### src/isc_regs.vh
// Register indices, field layouts and reset values of the sensor configuration bank
// Behaviour
// Host writes black offset fine 32920, 33083 or 33418 for gain x1, x2, x4
// Correction bypass bit 0 applies black-level correction, 1 skips it; resets 0
// With correction off the 14-bit programmed value is the converter black level
// Pipelined readout inserts dummy rows counted by a 4-bit field, reset zero
// 5-bit select routes one internal signal to the digital test pin
// Shutter start is delayed by the 14-bit capture delay field, reset zero
// Clock-output gate bit 1 stops the first PLL output, 0 passes it
// Colour readout starts at pixel (0,0), bottom left, blue filter
// Two-address fields keep low eight bits low, upper bits at next address
`ifndef ISC_REGS_VH
`define ISC_REGS_VH

// ----------------------------------------
// Register indices (byte address = 4 * index)
// ----------------------------------------
`define ISC_IDX_OFFS_LO   7'h26
`define ISC_IDX_OFFS_HI   7'h27
`define ISC_IDX_BYPASS    7'h2a
`define ISC_IDX_BLVL_LO   7'h2b
`define ISC_IDX_BLVL_HI   7'h2c
`define ISC_IDX_DUMMY     7'h2e
`define ISC_IDX_CLKGATE   7'h31
`define ISC_IDX_TPSEL     7'h63
`define ISC_IDX_TGLEN_LO  7'h6e
`define ISC_IDX_TGLEN_HI  7'h6f
`define ISC_IDX_DELAY_LO  7'h72
`define ISC_IDX_DELAY_HI  7'h73
`define ISC_IDX_STATUS    7'h74

// ----------------------------------------
// Reset values
// ----------------------------------------
`define ISC_RST_OFFS      16'h0000
`define ISC_RST_BIT       1'h0
`define ISC_RST_LVL14     14'h0000
`define ISC_RST_DUMMY     4'h0
`define ISC_RST_TPSEL     5'h00

// ----------------------------------------
// Test pin select codes
// ----------------------------------------
`define ISC_TP_NONE       5'h00
`define ISC_TP_PLL1_LOCK  5'h01
`define ISC_TP_PLL2_LOCK  5'h02
`define ISC_TP_PIXCLK     5'h05
`define ISC_TP_FRAME_IRQ  5'h06
`define ISC_TP_EXP_IRQ    5'h07
`define ISC_TP_GLOBAL_SHUTTER_START 5'h0c
`define ISC_TP_EXP_CTRL   5'h0e

// ----------------------------------------
// Bayer colour codes and status bits
// ----------------------------------------
`define ISC_COL_BLUE      2'h0
`define ISC_COL_GREEN_B   2'h1
`define ISC_COL_GREEN_R   2'h2
`define ISC_COL_RED       2'h3
`define ISC_ST_DELAYING   0
`define ISC_ST_SHUTTER    1
`define ISC_ST_DUMMY      2
`define ISC_ST_CORR_ON    3

`endif

### src/isc_config_regs.v
// Sensor configuration register bank with APB slave and the logic it steers
//
// Decided for this implementation: the APB register port.
`timescale 1ns/10ps
`include "isc_regs.vh"

module isc_config_regs (
  // Clock and reset
  input  wire        pclk,
  input  wire        presetn,
  // APB slave
  input  wire        psel,
  input  wire        penable,
  input  wire        pwrite,
  input  wire [31:0] paddr,
  input  wire [31:0] pwdata,
  input  wire [3:0]  pstrb,
  output reg  [31:0] prdata,
  output reg         pready,
  output reg         pslverr,
  // Black level path
  input  wire [13:0] measured_black_level,
  output reg  [13:0] adc_black_level,
  output reg         black_level_correction,
  output reg  [15:0] black_offset_trim,
  // Readout sequencing
  input  wire        pipeline_mode,
  input  wire        frame_start,
  input  wire        row_done,
  output reg         dummy_row_active,
  // Pixel position
  input  wire        line_start,
  input  wire        pix_valid,
  output reg  [1:0]  pix_color,
  // Shutter
  input  wire        shutter_request,
  output reg         shutter_start,
  output reg         shutter_active,
  // PLL clock output
  output reg         pll1_clkout_enable,
  // Test pin sources from other domains
  input  wire        pll1_lock,
  input  wire        pll2_lock,
  input  wire        pixel_clock,
  input  wire        frame_irq_request,
  input  wire        exposure_irq_request,
  input  wire        global_shutter_start,
  input  wire        exposure_control,
  output reg         digital_test_pin
);

  // ----------------------------------------
  // Functions
  // ----------------------------------------
  function [1:0] bayer_color;
    input x_odd;
    input y_odd;
    begin
      case ({y_odd, x_odd})
        2'h0: bayer_color = `ISC_COL_BLUE;
        2'h1: bayer_color = `ISC_COL_GREEN_B;
        2'h2: bayer_color = `ISC_COL_GREEN_R;
        default: bayer_color = `ISC_COL_RED;
      endcase
    end
  endfunction

  // ----------------------------------------
  // Register storage
  // ----------------------------------------
  reg  [15:0] black_offset_fine;
  reg         black_correction_bypass;
  reg  [13:0] bypass_black_level;
  reg  [3:0]  dummy_row_count;
  reg         pll_clkout_gate;
  reg  [4:0]  test_pin_select;
  reg  [13:0] shutter_timing_length;
  reg  [13:0] capture_delay;
  wire [6:0]  idx = paddr[8:2];
  wire        wr_en = psel & penable & pready & pwrite & pstrb[0];
  wire [7:0]  wb = pwdata[7:0];
  reg  [7:0]  next_rdata;
  reg         next_err;
  wire [7:0]  status;

  // ----------------------------------------
  // APB decode
  // ----------------------------------------
  always @* begin
    next_err = 1'b0;
    case (idx)
      `ISC_IDX_OFFS_LO:  next_rdata = black_offset_fine[7:0];
      `ISC_IDX_OFFS_HI:  next_rdata = black_offset_fine[15:8];
      `ISC_IDX_BYPASS:   next_rdata = {7'h00, black_correction_bypass};
      `ISC_IDX_BLVL_LO:  next_rdata = bypass_black_level[7:0];
      `ISC_IDX_BLVL_HI:  next_rdata = {2'h0, bypass_black_level[13:8]};
      `ISC_IDX_DUMMY:    next_rdata = {4'h0, dummy_row_count};
      `ISC_IDX_CLKGATE:  next_rdata = {7'h00, pll_clkout_gate};
      `ISC_IDX_TPSEL:    next_rdata = {3'h0, test_pin_select};
      `ISC_IDX_TGLEN_LO: next_rdata = shutter_timing_length[7:0];
      `ISC_IDX_TGLEN_HI: next_rdata = {2'h0, shutter_timing_length[13:8]};
      `ISC_IDX_DELAY_LO: next_rdata = capture_delay[7:0];
      `ISC_IDX_DELAY_HI: next_rdata = {2'h0, capture_delay[13:8]};
      `ISC_IDX_STATUS:   next_rdata = status;
      default: begin
        next_rdata = 8'h00;
        next_err = 1'b1;
      end
    endcase
    if (|paddr[31:9] || |paddr[1:0]) begin
      next_rdata = 8'h00;
      next_err = 1'b1;
    end
  end

  // Zero wait states: answer is set up during the setup cycle
  always @(posedge pclk or negedge presetn) begin
    if (!presetn) begin
      pready  <= 1'b0;
      pslverr <= 1'b0;
      prdata  <= 32'h00000000;
    end else begin
      pready <= psel & ~penable;
      if (psel & ~penable) begin
        pslverr <= next_err;
        prdata  <= pwrite ? 32'h00000000 : {24'h000000, next_rdata};
      end else begin
        pslverr <= 1'b0;
      end
    end
  end

  // ----------------------------------------
  // Register writes
  // ----------------------------------------
  always @(posedge pclk or negedge presetn) begin
    if (!presetn) begin
      black_offset_fine       <= `ISC_RST_OFFS;
      black_correction_bypass <= `ISC_RST_BIT;
      bypass_black_level      <= `ISC_RST_LVL14;
      dummy_row_count         <= `ISC_RST_DUMMY;
      pll_clkout_gate         <= `ISC_RST_BIT;
      test_pin_select         <= `ISC_RST_TPSEL;
      shutter_timing_length   <= `ISC_RST_LVL14;
      capture_delay           <= `ISC_RST_LVL14;
    end else if (wr_en && !next_err) begin
      case (idx)
        `ISC_IDX_OFFS_LO:  black_offset_fine[7:0] <= wb;
        `ISC_IDX_OFFS_HI:  black_offset_fine[15:8] <= wb;
        `ISC_IDX_BYPASS:   black_correction_bypass <= wb[0];
        `ISC_IDX_BLVL_LO:  bypass_black_level[7:0] <= wb;
        `ISC_IDX_BLVL_HI:  bypass_black_level[13:8] <= wb[5:0];
        `ISC_IDX_DUMMY:    dummy_row_count <= wb[3:0];
        `ISC_IDX_CLKGATE:  pll_clkout_gate <= wb[0];
        `ISC_IDX_TPSEL:    test_pin_select <= wb[4:0];
        `ISC_IDX_TGLEN_LO: shutter_timing_length[7:0] <= wb;
        `ISC_IDX_TGLEN_HI: shutter_timing_length[13:8] <= wb[5:0];
        `ISC_IDX_DELAY_LO: capture_delay[7:0] <= wb;
        `ISC_IDX_DELAY_HI: capture_delay[13:8] <= wb[5:0];
        default: begin
        end
      endcase
    end
  end

  // ----------------------------------------
  // Black level selection
  // ----------------------------------------
  // The fine trim is only forwarded; choosing the gain-matched value is software's job
  always @(posedge pclk or negedge presetn) begin
    if (!presetn) begin
      adc_black_level        <= `ISC_RST_LVL14;
      black_level_correction <= ~`ISC_RST_BIT;
      black_offset_trim      <= `ISC_RST_OFFS;
      pll1_clkout_enable     <= ~`ISC_RST_BIT;
    end else begin
      black_level_correction <= ~black_correction_bypass;
      if (black_correction_bypass) begin
        adc_black_level <= bypass_black_level;
      end else begin
        adc_black_level <= measured_black_level;
      end
      black_offset_trim  <= black_offset_fine;
      pll1_clkout_enable <= ~pll_clkout_gate;
    end
  end

  // ----------------------------------------
  // Dummy rows in pipelined readout
  // ----------------------------------------
  reg [3:0] dummy_left;
  always @(posedge pclk or negedge presetn) begin
    if (!presetn) begin
      dummy_left       <= 4'h0;
      dummy_row_active <= 1'b0;
    end else begin
      if (frame_start) begin
        dummy_left       <= pipeline_mode ? dummy_row_count : 4'h0;
        dummy_row_active <= pipeline_mode && (dummy_row_count != 4'h0);
      end else if (row_done && dummy_left != 4'h0) begin
        dummy_left       <= dummy_left - 4'h1;
        dummy_row_active <= (dummy_left != 4'h1);
      end
    end
  end

  // ----------------------------------------
  // Pixel colour tracking
  // ----------------------------------------
  reg x_odd;
  reg y_odd;
  always @(posedge pclk or negedge presetn) begin
    if (!presetn) begin
      x_odd     <= 1'b0;
      y_odd     <= 1'b0;
      pix_color <= `ISC_COL_BLUE;
    end else begin
      if (frame_start) begin
        x_odd     <= 1'b0;
        y_odd     <= 1'b0;
        pix_color <= `ISC_COL_BLUE;
      end else if (line_start) begin
        x_odd     <= 1'b0;
        y_odd     <= ~y_odd;
        pix_color <= bayer_color(1'b0, ~y_odd);
      end else if (pix_valid) begin
        x_odd     <= ~x_odd;
        pix_color <= bayer_color(~x_odd, y_odd);
      end
    end
  end

  // ----------------------------------------
  // Shutter delay and length
  // ----------------------------------------
  localparam SH_IDLE  = 2'h0;
  localparam SH_DELAY = 2'h1;
  localparam SH_OPEN  = 2'h2;

  reg [1:0]  sh_state;
  reg [13:0] sh_count;
  // A request while busy is dropped so one exposure cannot be cut short
  always @(posedge pclk or negedge presetn) begin
    if (!presetn) begin
      sh_state       <= SH_IDLE;
      sh_count       <= 14'h0000;
      shutter_start  <= 1'b0;
      shutter_active <= 1'b0;
    end else begin
      shutter_start <= 1'b0;
      case (sh_state)
        SH_IDLE: begin
          if (shutter_request) begin
            if (capture_delay == 14'h0000) begin
              sh_state       <= SH_OPEN;
              sh_count       <= shutter_timing_length;
              shutter_start  <= 1'b1;
              shutter_active <= 1'b1;
            end else begin
              sh_state <= SH_DELAY;
              sh_count <= capture_delay - 14'h0001;
            end
          end
        end
        SH_DELAY: begin
          if (sh_count == 14'h0000) begin
            sh_state       <= SH_OPEN;
            sh_count       <= shutter_timing_length;
            shutter_start  <= 1'b1;
            shutter_active <= 1'b1;
          end else begin
            sh_count <= sh_count - 14'h0001;
          end
        end
        SH_OPEN: begin
          if (sh_count == 14'h0000) begin
            sh_state       <= SH_IDLE;
            shutter_active <= 1'b0;
          end else begin
            sh_count <= sh_count - 14'h0001;
          end
        end
        default: begin
          sh_state       <= SH_IDLE;
          shutter_active <= 1'b0;
        end
      endcase
    end
  end

  assign status = {4'h0, black_level_correction, dummy_row_active,
                   shutter_active, sh_state == SH_DELAY};

  // ----------------------------------------
  // Test pin multiplexer
  // ----------------------------------------
  // Three-stage capture; a source is slow-viewed, pixel clock above pclk/2 aliases
  reg [6:0] tp_s1;
  reg [6:0] tp_s2;
  reg [6:0] tp_s3;
  reg [6:0] tp_val;
  wire [6:0] tp_raw = {exposure_control, global_shutter_start, exposure_irq_request,
                       frame_irq_request, pixel_clock, pll2_lock, pll1_lock};
  integer i;

  always @(posedge pclk or negedge presetn) begin
    if (!presetn) begin
      tp_s1  <= 7'h00;
      tp_s2  <= 7'h00;
      tp_s3  <= 7'h00;
      tp_val <= 7'h00;
    end else begin
      tp_s1 <= tp_raw;
      tp_s2 <= tp_s1;
      tp_s3 <= tp_s2;
      for (i = 0; i < 7; i = i + 1) begin
        if (tp_s2[i] == tp_s3[i]) begin
          tp_val[i] <= tp_s3[i];
        end
      end
    end
  end

  always @(posedge pclk or negedge presetn) begin
    if (!presetn) begin
      digital_test_pin <= 1'b0;
    end else begin
      case (test_pin_select)
        `ISC_TP_PLL1_LOCK:  digital_test_pin <= tp_val[0];
        `ISC_TP_PLL2_LOCK:  digital_test_pin <= tp_val[1];
        `ISC_TP_PIXCLK:     digital_test_pin <= tp_val[2];
        `ISC_TP_FRAME_IRQ:  digital_test_pin <= tp_val[3];
        `ISC_TP_EXP_IRQ:    digital_test_pin <= tp_val[4];
        `ISC_TP_GLOBAL_SHUTTER_START: digital_test_pin <= tp_val[5];
        `ISC_TP_EXP_CTRL:   digital_test_pin <= tp_val[6];
        default:            digital_test_pin <= 1'b0;
      endcase
    end
  end

endmodule

### config.mk
export PLATFORM = sky130hd
export DESIGN_NAME = isc_config_regs
export DESIGN_NICKNAME = d
export VERILOG_FILES = /design/src/isc_config_regs.v
export VERILOG_INCLUDE_DIRS = /design/src
export SDC_FILE = /design/constraint.sdc
export NUM_CORES = 1
export LEC_CHECK = 0
export BUFFER_PORTS_ARGS = -buffer_cell sky130_fd_sc_hd__buf_2
export CAP_MARGIN = 20
export CORE_MARGIN = 2
export CORE_UTILIZATION = 40
export CTS_CLUSTER_DIAMETER = 150
export DETAILED_ROUTE_END_ITERATION = 16
export PLACE_DENSITY = 0.71
export SLEW_MARGIN = 20
export SYNTH_ARGS = -nofsm -noshare
export SYNTH_HDL_FRONTEND = slang
export SYNTH_SLANG_ARGS = --single-unit
### constraint.sdc
create_clock -name pclk -period 6.4 [get_ports pclk]
set_input_delay 1.28 -clock pclk [delete_from_list [all_inputs] [get_ports pclk]]
set_output_delay 1.28 -clock pclk [all_outputs]
set_load 0.03 [all_outputs]
; ---- After elaboration in Yosys (flattened, before gate mapping)
; Index checks and enable logic that the tools add are counted.
[classes]
addsub = 3
n_reduce_logical = 33
n_eq_ne = 37
muxes = 42
bitwise_logic = 10
[ops]
columns = cell, n
row1 = case mux 8 bit (13 select lines), 1
row2 = 2-to-1 mux 14 bit, 5
row3 = "equality test 7 x 6 -> 1 bit, second input constant", 7
row4 = "equality test 7 bit, second input constant", 6
row5 = case mux 14 bit (3 select lines), 1
row6 = zero test 14 bit, 2
row7 = "subtractor 14 x 1 -> 14 bit, second input constant", 2
row8 = AND reduction 2 bit, 12
row9 = OR reduction 23 bit, 1
row10 = 2-to-1 mux 1 bit, 17
row11 = 2-to-1 mux 8 bit, 2
row12 = "equality test 5 x 3 -> 1 bit, second input constant", 3
row13 = 2-to-1 mux 2 bit, 7
row14 = OR reduction 13 bit, 1
row15 = 2-to-1 mux 4 bit, 3
row16 = case mux 2 bit (3 select lines), 2
row17 = "equality test 5 x 4 -> 1 bit, second input constant", 2
row18 = "inequality test 2 bit, second input constant", 4
row19 = nonzero test 4 bit, 2
row20 = equality test 1 bit, 7
row21 = case mux 1 bit (7 select lines), 1
row22 = AND reduction 3 bit, 2
row23 = nonzero test 3 bit, 2
row24 = bitwise AND 1 bit, 5
row25 = 18 further kinds, 28
[totals]
wordCells = 164
register_bits = 191

; ---- Logic depth before layout (Yosys ltp)
; Gate-level depths: netlist of run 1.
[logic_depth]
ltp_word = 7
ltp_mapped = 9
ltp_nobuf = 7

; ---- Worst setup path after synthesis of run 1
; OpenSTA, ideal clock, no wires.
[synth_timing]
path_kind = in2reg
startpoint = input port paddr[13]
endpoint = register capture_delay[4]
required_ns = 6.275
path_slack_ns = 3.309
arrival_time_ns = 2.966
cell_stages = 7
path_cell_list = nor4_1 nand4_1 nor4_4 buf_2 and2_1 buf_2 mux2_2
[synth_between]
elab_chain_cells = 6
[synth_lines]
columns = element, line_no
row1 = "start, declared", isc_config_regs.v:15  ; input wire [31:0] paddr,
row2 = OR reduction 23 bit, isc_config_regs.v:110  ; if (|paddr[31:9] || |paddr[1:0]) begin
row3 = logical OR 1 bit, isc_config_regs.v:110
row4 = 2-to-1 mux 1 bit, isc_config_regs.v:110
row5 = zero test 1 bit, isc_config_regs.v:146  ; end else if (wr_en && !next_err) begin
row6 = logical AND 1 bit, isc_config_regs.v:146
row7 = AND reduction 2 bit (no source line), -
row8 = "end signal, assigned", isc_config_regs.v:145  ; capture_delay <= `ISC_RST_LVL14;
row9 = "end signal, assigned", isc_config_regs.v:158  ; `ISC_IDX_DELAY_LO: capture_delay[7:0] <= wb;
row10 = "end, declared", isc_config_regs.v:78  ; reg [13:0] capture_delay;
; Every way passes these cells.
; A chain may end at the register's enable or synchronous reset.

; ---- Worst setup path in the final report of run 1
[layout_timing]
startpoint = input port paddr[13]
endpoint = register black_offset_fine[8]
[layout_between]
elab_chain_cells = 6
[layout_lines]
columns = element, line_no
row1 = OR reduction 23 bit, isc_config_regs.v:110
row2 = logical OR 1 bit, isc_config_regs.v:110
row3 = 2-to-1 mux 1 bit, isc_config_regs.v:110
row4 = zero test 1 bit, isc_config_regs.v:146
row5 = logical AND 1 bit, isc_config_regs.v:146
row6 = AND reduction 2 bit (no source line), -
row7 = "end signal, assigned", isc_config_regs.v:138  ; black_offset_fine <= `ISC_RST_OFFS;
row8 = "end signal, assigned", isc_config_regs.v:149  ; `ISC_IDX_OFFS_HI: black_offset_fine[15:8] <= wb;
row9 = "end, declared", isc_config_regs.v:71  ; reg [15:0] black_offset_fine;
; Every way passes these cells.

==> results.sh, run 1 <==
export IMPL_cp_depth=6
export IMPL_crit_required_ps=6720
export IMPL_final_cells=1126
export IMPL_rsz0062_at_grt="no"
export IMPL_start_kind="primary input"
export IMPL_power_density_nw_per_um2=306
export IMPL_hold_violations=0
export IMPL_path_clk_slew_ps=70
export IMPL_max_stage_delay_ps=890
export IMPL_regToRegSetupSlack_ps=3610
export IMPL_ir_drop_mv=0.188
export IMPL_grt_max_degree=113
export IMPL_crit_buf_inv=1
export IMPL_dieHeight_um=149
export IMPL_fin_setup_tns_ps=0
export IMPL_core_area_sq_um=20400
export IMPL_grtUsageMet1_pct=28.7
export IMPL_place_congestion=0.944
export IMPL_cp_arrival_ps=4080
export IMPL_num_io_pins=172
export IMPL_synth_warnings=0
export IMPL_grt_use_total_pct=20.1
export IMPL_drive_above_1_share_pct=29.9
export IMPL_layout_min_cycle_time_ps=3760
export IMPL_grt_busiest_layer="met2"
export IMPL_drcViolationCount=0
export IMPL_antenna_found_initial=0
export IMPL_worstSetupEndpoint="black_offset_fine[8]"
export IMPL_grt_pass1_wl_um=34300
export IMPL_drt_iter0_drc=633
export IMPL_fillers=1903
export IMPL_worst_slew_pin_slew_ps=965
export IMPL_grt_use_met2_pct=30.6
export IMPL_final_max_slew_viol_count=0
export IMPL_cp_cell_sequence="buf_2, nor4_1, nand4_1, nor4_4, nor4b_4, mux2_2"
export IMPL_tritoncts="built"
export IMPL_maxCapViolCount=0
export IMPL_worstSkewPairLatency_ps=440
export IMPL_place_inst=1094
export IMPL_reg2regPathDepth=7
export IMPL_crit_path_end_kind="register"
export IMPL_cts_sinks=167
export IMPL_fin_util_pct=47.6
export IMPL_yosysUniqueCellTypes=79
export IMPL_dp_hpwl_um=15500
export IMPL_clock_path_buffers=2
export IMPL_grt_pass1_vias=6183
export IMPL_via_per_inst=5.78
export IMPL_wl_per_cell_um=19.3
export IMPL_path_class="in2reg"
export IMPL_grt_use_met3_pct=4.71
export IMPL_rows=52
export IMPL_ys_flop_type="dfrtp_1"
export IMPL_outcome="complete, no violations"
export IMPL_synth_edf_count=0
export IMPL_vias=6510
export IMPL_post_cts_buffers=0
export IMPL_gr_total_overflow=0
export IMPL_synth_seq_area_share_pct=49.8
export IMPL_area_growth_pct=15.8
export IMPL_ys_async_sr_fraction_pct=100
export IMPL_drtAntennaViolNets=0
export IMPL_dieArea_sq_um=22200
export IMPL_start_util_pct=41.1
export IMPL_path_max_fanout=16
export IMPL_hold_buffers=0
export IMPL_fp_dieW_um=149
export IMPL_power_leakage_nw=4.53
export IMPL_syn_area_sq_um=8390
export IMPL_clock_skew_final_ps=14.7
export IMPL_critPathLaunch="paddr[13]"
export IMPL_cp_top_family="simple AND/OR/NAND/NOR gates"
export IMPL_nets=953
export IMPL_cts_root_buf="clkbuf_16"
export IMPL_syn_inst=748
export IMPL_cts_buffers=17
export IMPL_setup_viol=0
export IMPL_drt_first_pass_iters=5
export IMPL_maxSlewHeadroom_pct=34.8
export IMPL_avgSynthCellArea_sq_um=11.2
export IMPL_period_share_pct=58.7
export IMPL_routed_wl_um=21700
export IMPL_cp_slowest_cell="nor4_4"
export IMPL_cts_htree_levels=4
export IMPL_antenna_cells=0
export IMPL_synth_seq_cells=167
export IMPL_rr_endpoint="sh_count[6]"
export IMPL_mostFrequentLayoutCell="dfrtp_1"
export IMPL_fmax_mhz=266
export IMPL_final_cell_mix="dfrtp_1, buf_2, mux2_2, nand2_1, o21ai_0"
export IMPL_cts_resized=0
export IMPL_hold_class="reg2reg"
export IMPL_io_buffers=120
export IMPL_r2r_start="sh_count[0]"
-- per-layer routing --
layer / wire length (um) / vias to the layer above / share of wire, %
met4: 392 / 0 / 1.8
met5: 0 / - / 0
met2: 10000 / 276 / 46
li1: - / 2941 / -
met1: 9600 / 3260 / 44
met3: 1710 / 33 / 7.9
-- worst min path at each step --
stage	start	endpoint	slack [ps]	cells past startpoint
final	tp_s1[2]	tp_s2[2]	350	0
after global routing	tp_s1[0]	tp_s2[0]	360	0
after CTS	tp_s1[5]	tp_s2[5]	350	0
after detailed placement	tp_s1[5]	tp_s2[5]	330	0
after global placement	tp_s1[1]	tp_s2[1]	330	0
after floorplan	tp_s1[0]	tp_s2[0]	330	0
-- cells in the mapped netlist (all sizes together) (7+ instances only) --
master | number | area share, %
and3 | 13 | 0.97
clkbuf | 30 | 1.4
ha | 10 | 1.5
nand2 | 37 | 1.7
nor3b | 7 | 0.69
buf | 39 | 3.0
mux2 | 83 | 11
xor2 | 9 | 0.94
nand2b | 9 | 0.67
nand4 | 9 | 0.67
a22oi | 11 | 0.98
nor4 | 18 | 2.1
nand3 | 21 | 1.3
nor3 | 14 | 0.83
inv | 24 | 1.1
mux2i | 13 | 1.6
a21oi | 19 | 1.1
o221ai | 7 | 0.73
nor2 | 22 | 0.98
o211ai | 9 | 0.80
dfrtp | 165 | 49
a221oi | 8 | 0.83
nor2b | 7 | 0.52
o21ai | 37 | 2.2
a211oi | 13 | 1.2
maj3 | 7 | 0.83
-- state kept, by name, indices dropped and copies added (netlist names), 8 cells and up --
register               cells
adc_black_level           14
black_offset_fine         16
shutter_timing_length     14
bypass_black_level        14
capture_delay             14
sh_count                  14
black_offset_trim         16
prdata                     8
-- report_power, final --
group	switching (mW)	internal, mW
clock	0.529	0.545
sequential	0.0753	1.12
combinational	0.461	0.242
-- cell type report --
class	count	area (sq um)	area share [%]
clock inverter	15	221	2.28
multi-input combinational	511	3840	39.5
clock buffer	17	425	4.38
sequential	167	4180	43.0
inverter	24	90.1	0.927
tap	270	338	3.47
timing repair buffer	122	624	6.42
-- stage by stage --
step	worst slack, ps	hold slack (ps)	total power, mW	instance area, sq um
after global placement	2300	332	1.90	9070
after detailed placement	2260	335	1.91	9070
after floorplan	3310	331	1.73	8480
after global routing	2520	364	3.13	9720
final	2640	351	2.97	9720
after CTS	2710	353	2.99	9720
-- cells by family (layout without fill, tap and decap cells) --
kind of cell	count (synthesis)	in the layout	synth area share (%)
compound gates	153	153	12.7
xor+xnor	15	15	1.57
fa+ha+maj	17	17	2.33
buf+inv	93	178	5.43
flops	167	167	49.8
mux	96	96	12.7
other cells	1	24	0.0447
simple gates	206	206	15.4
Power figures use the tool's default switching activity.
==> run 2, diff against run 1 <==
Settings changed: ABC_AREA set to 1.
Clock period 6.4 ns to 3.87 ns, I/O delays scaled along.
==> run 2 against run 1 <==
Against the previous run: routed wire length up 5.1%; design area up 1.7%; worst hold slack worse by 1.5 ps; sequential cell count unchanged; critical path depth up 4; area after synthesis up 1.1%; first-iteration DRC count up 6.3%; clock power up 63%; clock skew down 3.4 ps.
==> results.sh, run 2 <==
export IMPL_nets=1341
export IMPL_cp_slowest_cell="nand2_1"
export IMPL_critPathLaunch="capture_delay[0]"
export IMPL_rr_endpoint="sh_count[0]"
export IMPL_synth_area_leaders="dfrtp_1, nand2_1, nor2_1"
export IMPL_avgSynthCellArea_sq_um=7.66
export IMPL_grt_pass1_vias=7117
export IMPL_cts_resized=0
export IMPL_hold_violations=0
export IMPL_min_to="tp_s2[2]"
export IMPL_worst_slack_ps=1350
export IMPL_period_share_pct=65.2
export IMPL_yosysTopAreaCell="dfrtp_1"
export IMPL_cts_sinks=167
export IMPL_cp_arrival_ps=2880
export IMPL_synth_seq_cells=167
export IMPL_synth_warnings=0
export IMPL_max_stage_delay_ps=500
export IMPL_cp_cell_sequence="inv_1, ha_1, nand3_1, nor2_1, nand2_1, inv_1, nor2_1, o21ai_0, nand3_1, o21ai_1"
export IMPL_start_kind="register"
export IMPL_synth_commonest_cells="nand2_1, dfrtp_1, nor2_1"
export IMPL_via_per_inst=5.04
export IMPL_setup_viol=0
export IMPL_area_growth_pct=16.5
export IMPL_antenna_found_initial=0
export IMPL_fin_setup_tns_ps=0
export IMPL_cts_root_buf="clkbuf_16"
export IMPL_hold_class="reg2reg"
export IMPL_drtAntennaViolNets=0
export IMPL_top_layer="met4"
export IMPL_largest_registers="black_offset_fine: 16 flops, black_offset_trim: 16 flops"
export IMPL_path_clk_slew_ps=70
export IMPL_antenna_cells=0
export IMPL_r2r_start="capture_delay[0]"
export IMPL_fin_util_pct=47.3
export IMPL_dieHeight_um=150
export IMPL_wl_per_cell_um=15.0
export IMPL_place_ws_ps=1030
export IMPL_dp_hpwl_um=16500
export IMPL_dieArea_sq_um=22400
export IMPL_hold_buffers=0
export IMPL_clock_skew_final_ps=11.3
export IMPL_crit_required_ps=4230
export IMPL_synth_seq_area_share_pct=49.3
export IMPL_start_util_pct=40.6
export IMPL_path_max_fanout=20
export IMPL_drt_first_pass_iters=9
export IMPL_final_cell_mix="nand2_1, dfrtp_1, buf_2, nor2_1, inv_1"
export IMPL_hold_depth=0
export IMPL_reg2regPathDepth=10
export IMPL_num_io_pins=172
export IMPL_maxSlewHeadroom_pct=47.7
export IMPL_drive_above_1_share_pct=14.5
export IMPL_worstHoldStart="tp_s1[2]"
export IMPL_path_class="reg2reg"
export IMPL_fp_dieW_um=150
export IMPL_final_cells=1519
export IMPL_syn_inst=1107
export IMPL_place_inst=1487
export IMPL_worstSkewPairLatency_ps=430
export IMPL_wl_met2_um=10200
export IMPL_synth_edf_count=0
export IMPL_io_buffers=120
export IMPL_cts_htree_levels=4
export IMPL_core_area_sq_um=20900
export IMPL_outcome="complete, no violations"
export IMPL_grt_max_degree=89
export IMPL_mostFrequentLayoutCell="nand2_1"
export IMPL_design_area_sq_um=9890
export IMPL_worst_slew_pin_slew_ps=784
export IMPL_post_cts_buffers=0
export IMPL_drt_iter0_drc=673
export IMPL_ir_drop_mv=0.359
export IMPL_tritoncts="built"
export IMPL_gr_total_overflow=0
export IMPL_vias=7649
export IMPL_place_area_sq_um=9280
export IMPL_drcViolationCount=0
export IMPL_yosysMostFrequentCell="nand2_1"
export IMPL_routed_wl_um=22800
export IMPL_crit_path_end_kind="register"
export IMPL_wl_met3_um=2320
export IMPL_layout_min_cycle_time_ps=2520
export IMPL_rsz0062_at_grt="no"
export IMPL_yosysUniqueCellTypes=39
export IMPL_power_leakage_nw=5.31
export IMPL_maxCapViolCount=0
export IMPL_met1_length_um=9830
export IMPL_rows=53
export IMPL_fmax_mhz=396
export IMPL_grt_pass1_wl_um=36300
export IMPL_clock_path_buffers=2
export IMPL_ys_flop_type="dfrtp_1"
export IMPL_regToRegSetupSlack_ps=1350
export IMPL_synth_top_area_share_pct=48.7
export IMPL_ys_async_sr_fraction_pct=100
export IMPL_power_density_nw_per_um2=510
export IMPL_grt_use_total_pct=21.0
export IMPL_place_congestion=0.941
export IMPL_syn_area_sq_um=8480
export IMPL_final_max_slew_viol_count=0
export IMPL_cts_buffers=17
run 2: changes by cell type after synthesis, sizes merged, moves of 14 or more:
cell,previous run,this run
nand2,37,438
nor2,22,126
mux2,83,1
inv,24,92
nand3,21,67
o21ai,37,58
clkbuf,30,11
nor4,18,0
nand4,9,24
a21oi,19,33
run 2: cell families after synthesis:
kind of cell / Yosys count / share of synthesized area [%]
simple gates: 669 / 33.3
xor+xnor: 13 / 1.34
buf+inv: 141 / 7.68
flops: 167 / 49.3
compound gates: 98 / 5.94
mux: 1 / 0.133
other cells: 1 / 0.0442
fa+ha+maj: 17 / 2.30
run 2: area by class of cell:
type | instances | area (sq um)
clock buffers | 18 | 439
clock inverters | 14 | 165
fillers | 2076 | 11000
inverters | 96 | 360
multi-input cells | 822 | 3740
flip-flops and latches | 167 | 4180
well taps | 275 | 344
repair buffers | 127 | 659
run 2: metal layers:
layer | vias to the layer above | track usage, %
met5 | - | 0
met4 | 0 | 6.67
met3 | 40 | 5.67
met2 | 352 | 32.2
met1 | 3562 | 28.9
li1 | 3695 | -
run 2: how the worst max path moves through the flow:
stage / endpoint / slack [ps]
floorplan: black_offset_fine[10] / 1710
global placement: shutter_timing_length[5] / 1090
detailed placement: shutter_timing_length[0] / 1030
CTS: sh_count[0] / 1430
global route: sh_count[0] / 1200
finish: sh_count[0] / 1350
run 2: where the power goes:
group / internal [mW] / total [mW] / switching (mW)
logic: 0.419 / 1.30 / 0.885
registers: 1.88 / 1.99 / 0.106
clock network: 0.987 / 1.74 / 0.755
total: 3.29 / 5.04 / 1.75
run 2: worst max-delay path, delay by kind of cell, from the launching register on:
kind | cells | cell delay, ps
AOI/OAI and AO/OA | 2 | 270
adders and majority gates | 1 | 200
buffers and inverters | 2 | 500
DFF | 1 | 420
and+or+nand+nor | 5 | 1060
run 2: per-stage QoR:
stage	power (mW)	hold slack (ps)
floorplan	2.97	331
global placement	3.27	332
detailed placement	3.31	336
CTS	5.06	352
global route	5.32	359
finish	5.04	349
==> run 3, diff against run 2 <==
Settings changed: PLACE_DENSITY 0.71 to 0.74.
Clock period 3.87 ns to 2.2 ns, I/O delays scaled along.
==> run 3 against run 2 <==
Against the previous run: worst hold slack got worse by 250 ps; non-clock buffer count up 22; sequential cell count is the same; combinational power is 79% higher; first-iteration DRC count grew 16%; core utilization grew 1.1 points; largest cell class unchanged; highest routed layer unchanged.
==> results.sh, run 3 (same netlist as run 2, synthesis figures left out) <==
export IMPL_outcome="complete, no violations"
export IMPL_ir_drop_mv=0.528
export IMPL_fillers=2000
export IMPL_mostFrequentLayoutCell="nand2_1"
export IMPL_worst_slew_pin_slew_ps=562
export IMPL_crit_path_end_kind="register"
export IMPL_drt_iter0_drc=778
export IMPL_tritoncts="built"
export IMPL_crit_buf_inv=2
export IMPL_grt_use_total_pct=21.5
export IMPL_place_ws_ps=-2.23
export IMPL_drt_first_pass_iters=6
export IMPL_nets=1363
export IMPL_power_density_nw_per_um2=880
export IMPL_rr_endpoint="shutter_active"
export IMPL_grt_max_degree=57
export IMPL_layout_min_cycle_time_ps=2040
export IMPL_cp_cell_sequence="inv_1, ha_1, nand3_1, nor2_1, nand2_1, buf_4, a21oi_1, o21ai_0, o21ai_0"
export IMPL_start_util_pct=40.6
export IMPL_largest_registers="black_offset_fine: 16 flops, black_offset_trim: 16 flops"
export IMPL_max_stage_delay_ps=420
export IMPL_final_max_slew_viol_count=0
export IMPL_wl_per_cell_um=15.1
export IMPL_dieHeight_um=150
export IMPL_grt_pass1_vias=7266
export IMPL_hold_depth=1
export IMPL_cts_buffers=17
export IMPL_cts_htree_levels=4
export IMPL_area_growth_pct=19.2
export IMPL_final_cell_mix="nand2_1, dfrtp_1, buf_2, nor2_1, inv_1"
export IMPL_io_buffers=120
export IMPL_dp_hpwl_um=17000
export IMPL_clock_path_buffers=2
export IMPL_cp_slowest_cell="dfrtp_1"
export IMPL_path_class="reg2reg"
export IMPL_r2r_start="capture_delay[0]"
export IMPL_core_area_sq_um=20900
export IMPL_design_area_sq_um=10100
export IMPL_antenna_cells=0
export IMPL_maxCapViolCount=0
export IMPL_place_area_sq_um=9490
export IMPL_regToRegSetupSlack_ps=160
export IMPL_setup_viol=0
export IMPL_via_per_inst=5.03
export IMPL_antenna_found_initial=0
export IMPL_power_leakage_nw=5.44
export IMPL_hold_violations=0
export IMPL_vias=7756
export IMPL_fmax_mhz=491
export IMPL_period_share_pct=92.5
export IMPL_fp_dieW_um=150
export IMPL_cp_common_cell="o21ai_0"
export IMPL_num_io_pins=172
export IMPL_maxSlewHeadroom_pct=62.5
export IMPL_min_to="tp_s1[2]"
export IMPL_dieArea_sq_um=22400
export IMPL_cp_arrival_ps=2400
export IMPL_drtAntennaViolNets=0
export IMPL_rows=53
export IMPL_worstHoldStart="pixel_clock"
export IMPL_place_congestion=0.936
export IMPL_rsz0062_at_grt="no"
export IMPL_gr_total_overflow=0
export IMPL_routed_wl_um=23300
export IMPL_path_max_fanout=11
export IMPL_reg2regPathDepth=9
export IMPL_drcViolationCount=0
export IMPL_worst_slack_ps=165
export IMPL_hold_class="in2reg"
export IMPL_crit_required_ps=2570
export IMPL_grt_pass1_wl_um=36900
export IMPL_final_seq_area_sq_um=4180
export IMPL_path_clk_slew_ps=70
export IMPL_cts_root_buf="clkbuf_16"
export IMPL_multi_input_area_sq_um=3740
export IMPL_wl_met2_um=10600
export IMPL_wl_met3_um=2220
export IMPL_worstSkewPairLatency_ps=450
export IMPL_post_cts_buffers=0
export IMPL_start_kind="register"
export IMPL_clock_skew_final_ps=12.8
export IMPL_met1_length_um=9830
export IMPL_cp_top_family="simple AND/OR/NAND/NOR gates"
export IMPL_top_layer="met4"
export IMPL_drive_above_1_share_pct=16.0
export IMPL_cts_sinks=167
==> run 3: cell count changes in the layout (fill, tap and decap cells not counted), moves of 2 or more <==
cell	previous run	this run
inv_8	2	6
clkinv_8	0	4
clkinv_4	4	1
buf_12	0	4
inv_6	4	2
buf_4	7	24
bufinv_16	2	0
==> run 3: routing by layer <==
layer | track usage, % | vias to the layer above
met5 | 0 | -
met4 | 8.24 | 0
met3 | 5.52 | 48
met2 | 34.0 | 360
met1 | 28.6 | 3607
li1 | - | 3741
==> run 3: final cells by class <==
cell class	count	area share (%)
Sequential cell	167	41.3
Clock buffer	18	4.34
Timing Repair Buffer	149	8.67
Clock inverter	14	1.73
Inverter	96	3.56
Tap cell	275	3.40
Multi-Input combinational cell	822	36.9
==> run 3: through the flow <==
step	hold WS (ps)	setup TNS, ps	cells	util [%]	total power, mW
CTS	89.1	0	1541	48.4	8.94
global placement	332	0	1508	45.4	5.81
finish	102	0	1541	48.4	8.90
detailed placement	337	-2.23	1508	45.4	5.87
floorplan	144	0	1130	-	5.22
global route	89.4	0	1541	48.4	9.43
==> run 3: how the worst max path moves through the flow <==
stage | startpoint | end | slack, ps | cells after the start
2_1_floorplan | paddr[16] | black_offset_fine[10] | 370 | 9
6_report | capture_delay[0] | shutter_active | 160 | 9
3_3_place_gp | paddr[4] | bypass_black_level[4] | 30 | 10
3_5_place_dp | paddr[3] | bypass_black_level[2] | -2 | 12
4_1_cts | capture_delay[0] | shutter_active | 210 | 9
5_1_grt | capture_delay[5] | shutter_active | 8 | 8
==> run 3: power breakdown <==
part / internal [mW] / leakage [nW] / total, mW / switching (mW)
Sequential: 3.31 / 2.19 / 3.50 / 0.186
Clock: 1.58 / 0.301 / 3.08 / 1.49
Combinational: 0.776 / 2.94 / 2.33 / 1.55
==> run 3: repair_timing <==
item,in CTS,in global routing
hold buffers,1,0
setup endpoints to repair,0,1
gates resized for setup,0,1
hold endpoints to repair,44,0
==> run 3: worst register-to-register path, cell delays in order, from the launching register on <==
cell	delay, ps
dfrtp_1	420
inv_1	170
ha_1	190
nand3_1	80
nor2_1	130
nand2_1	270
buf_4	280
a21oi_1	230
o21ai_0	120
o21ai_0	80
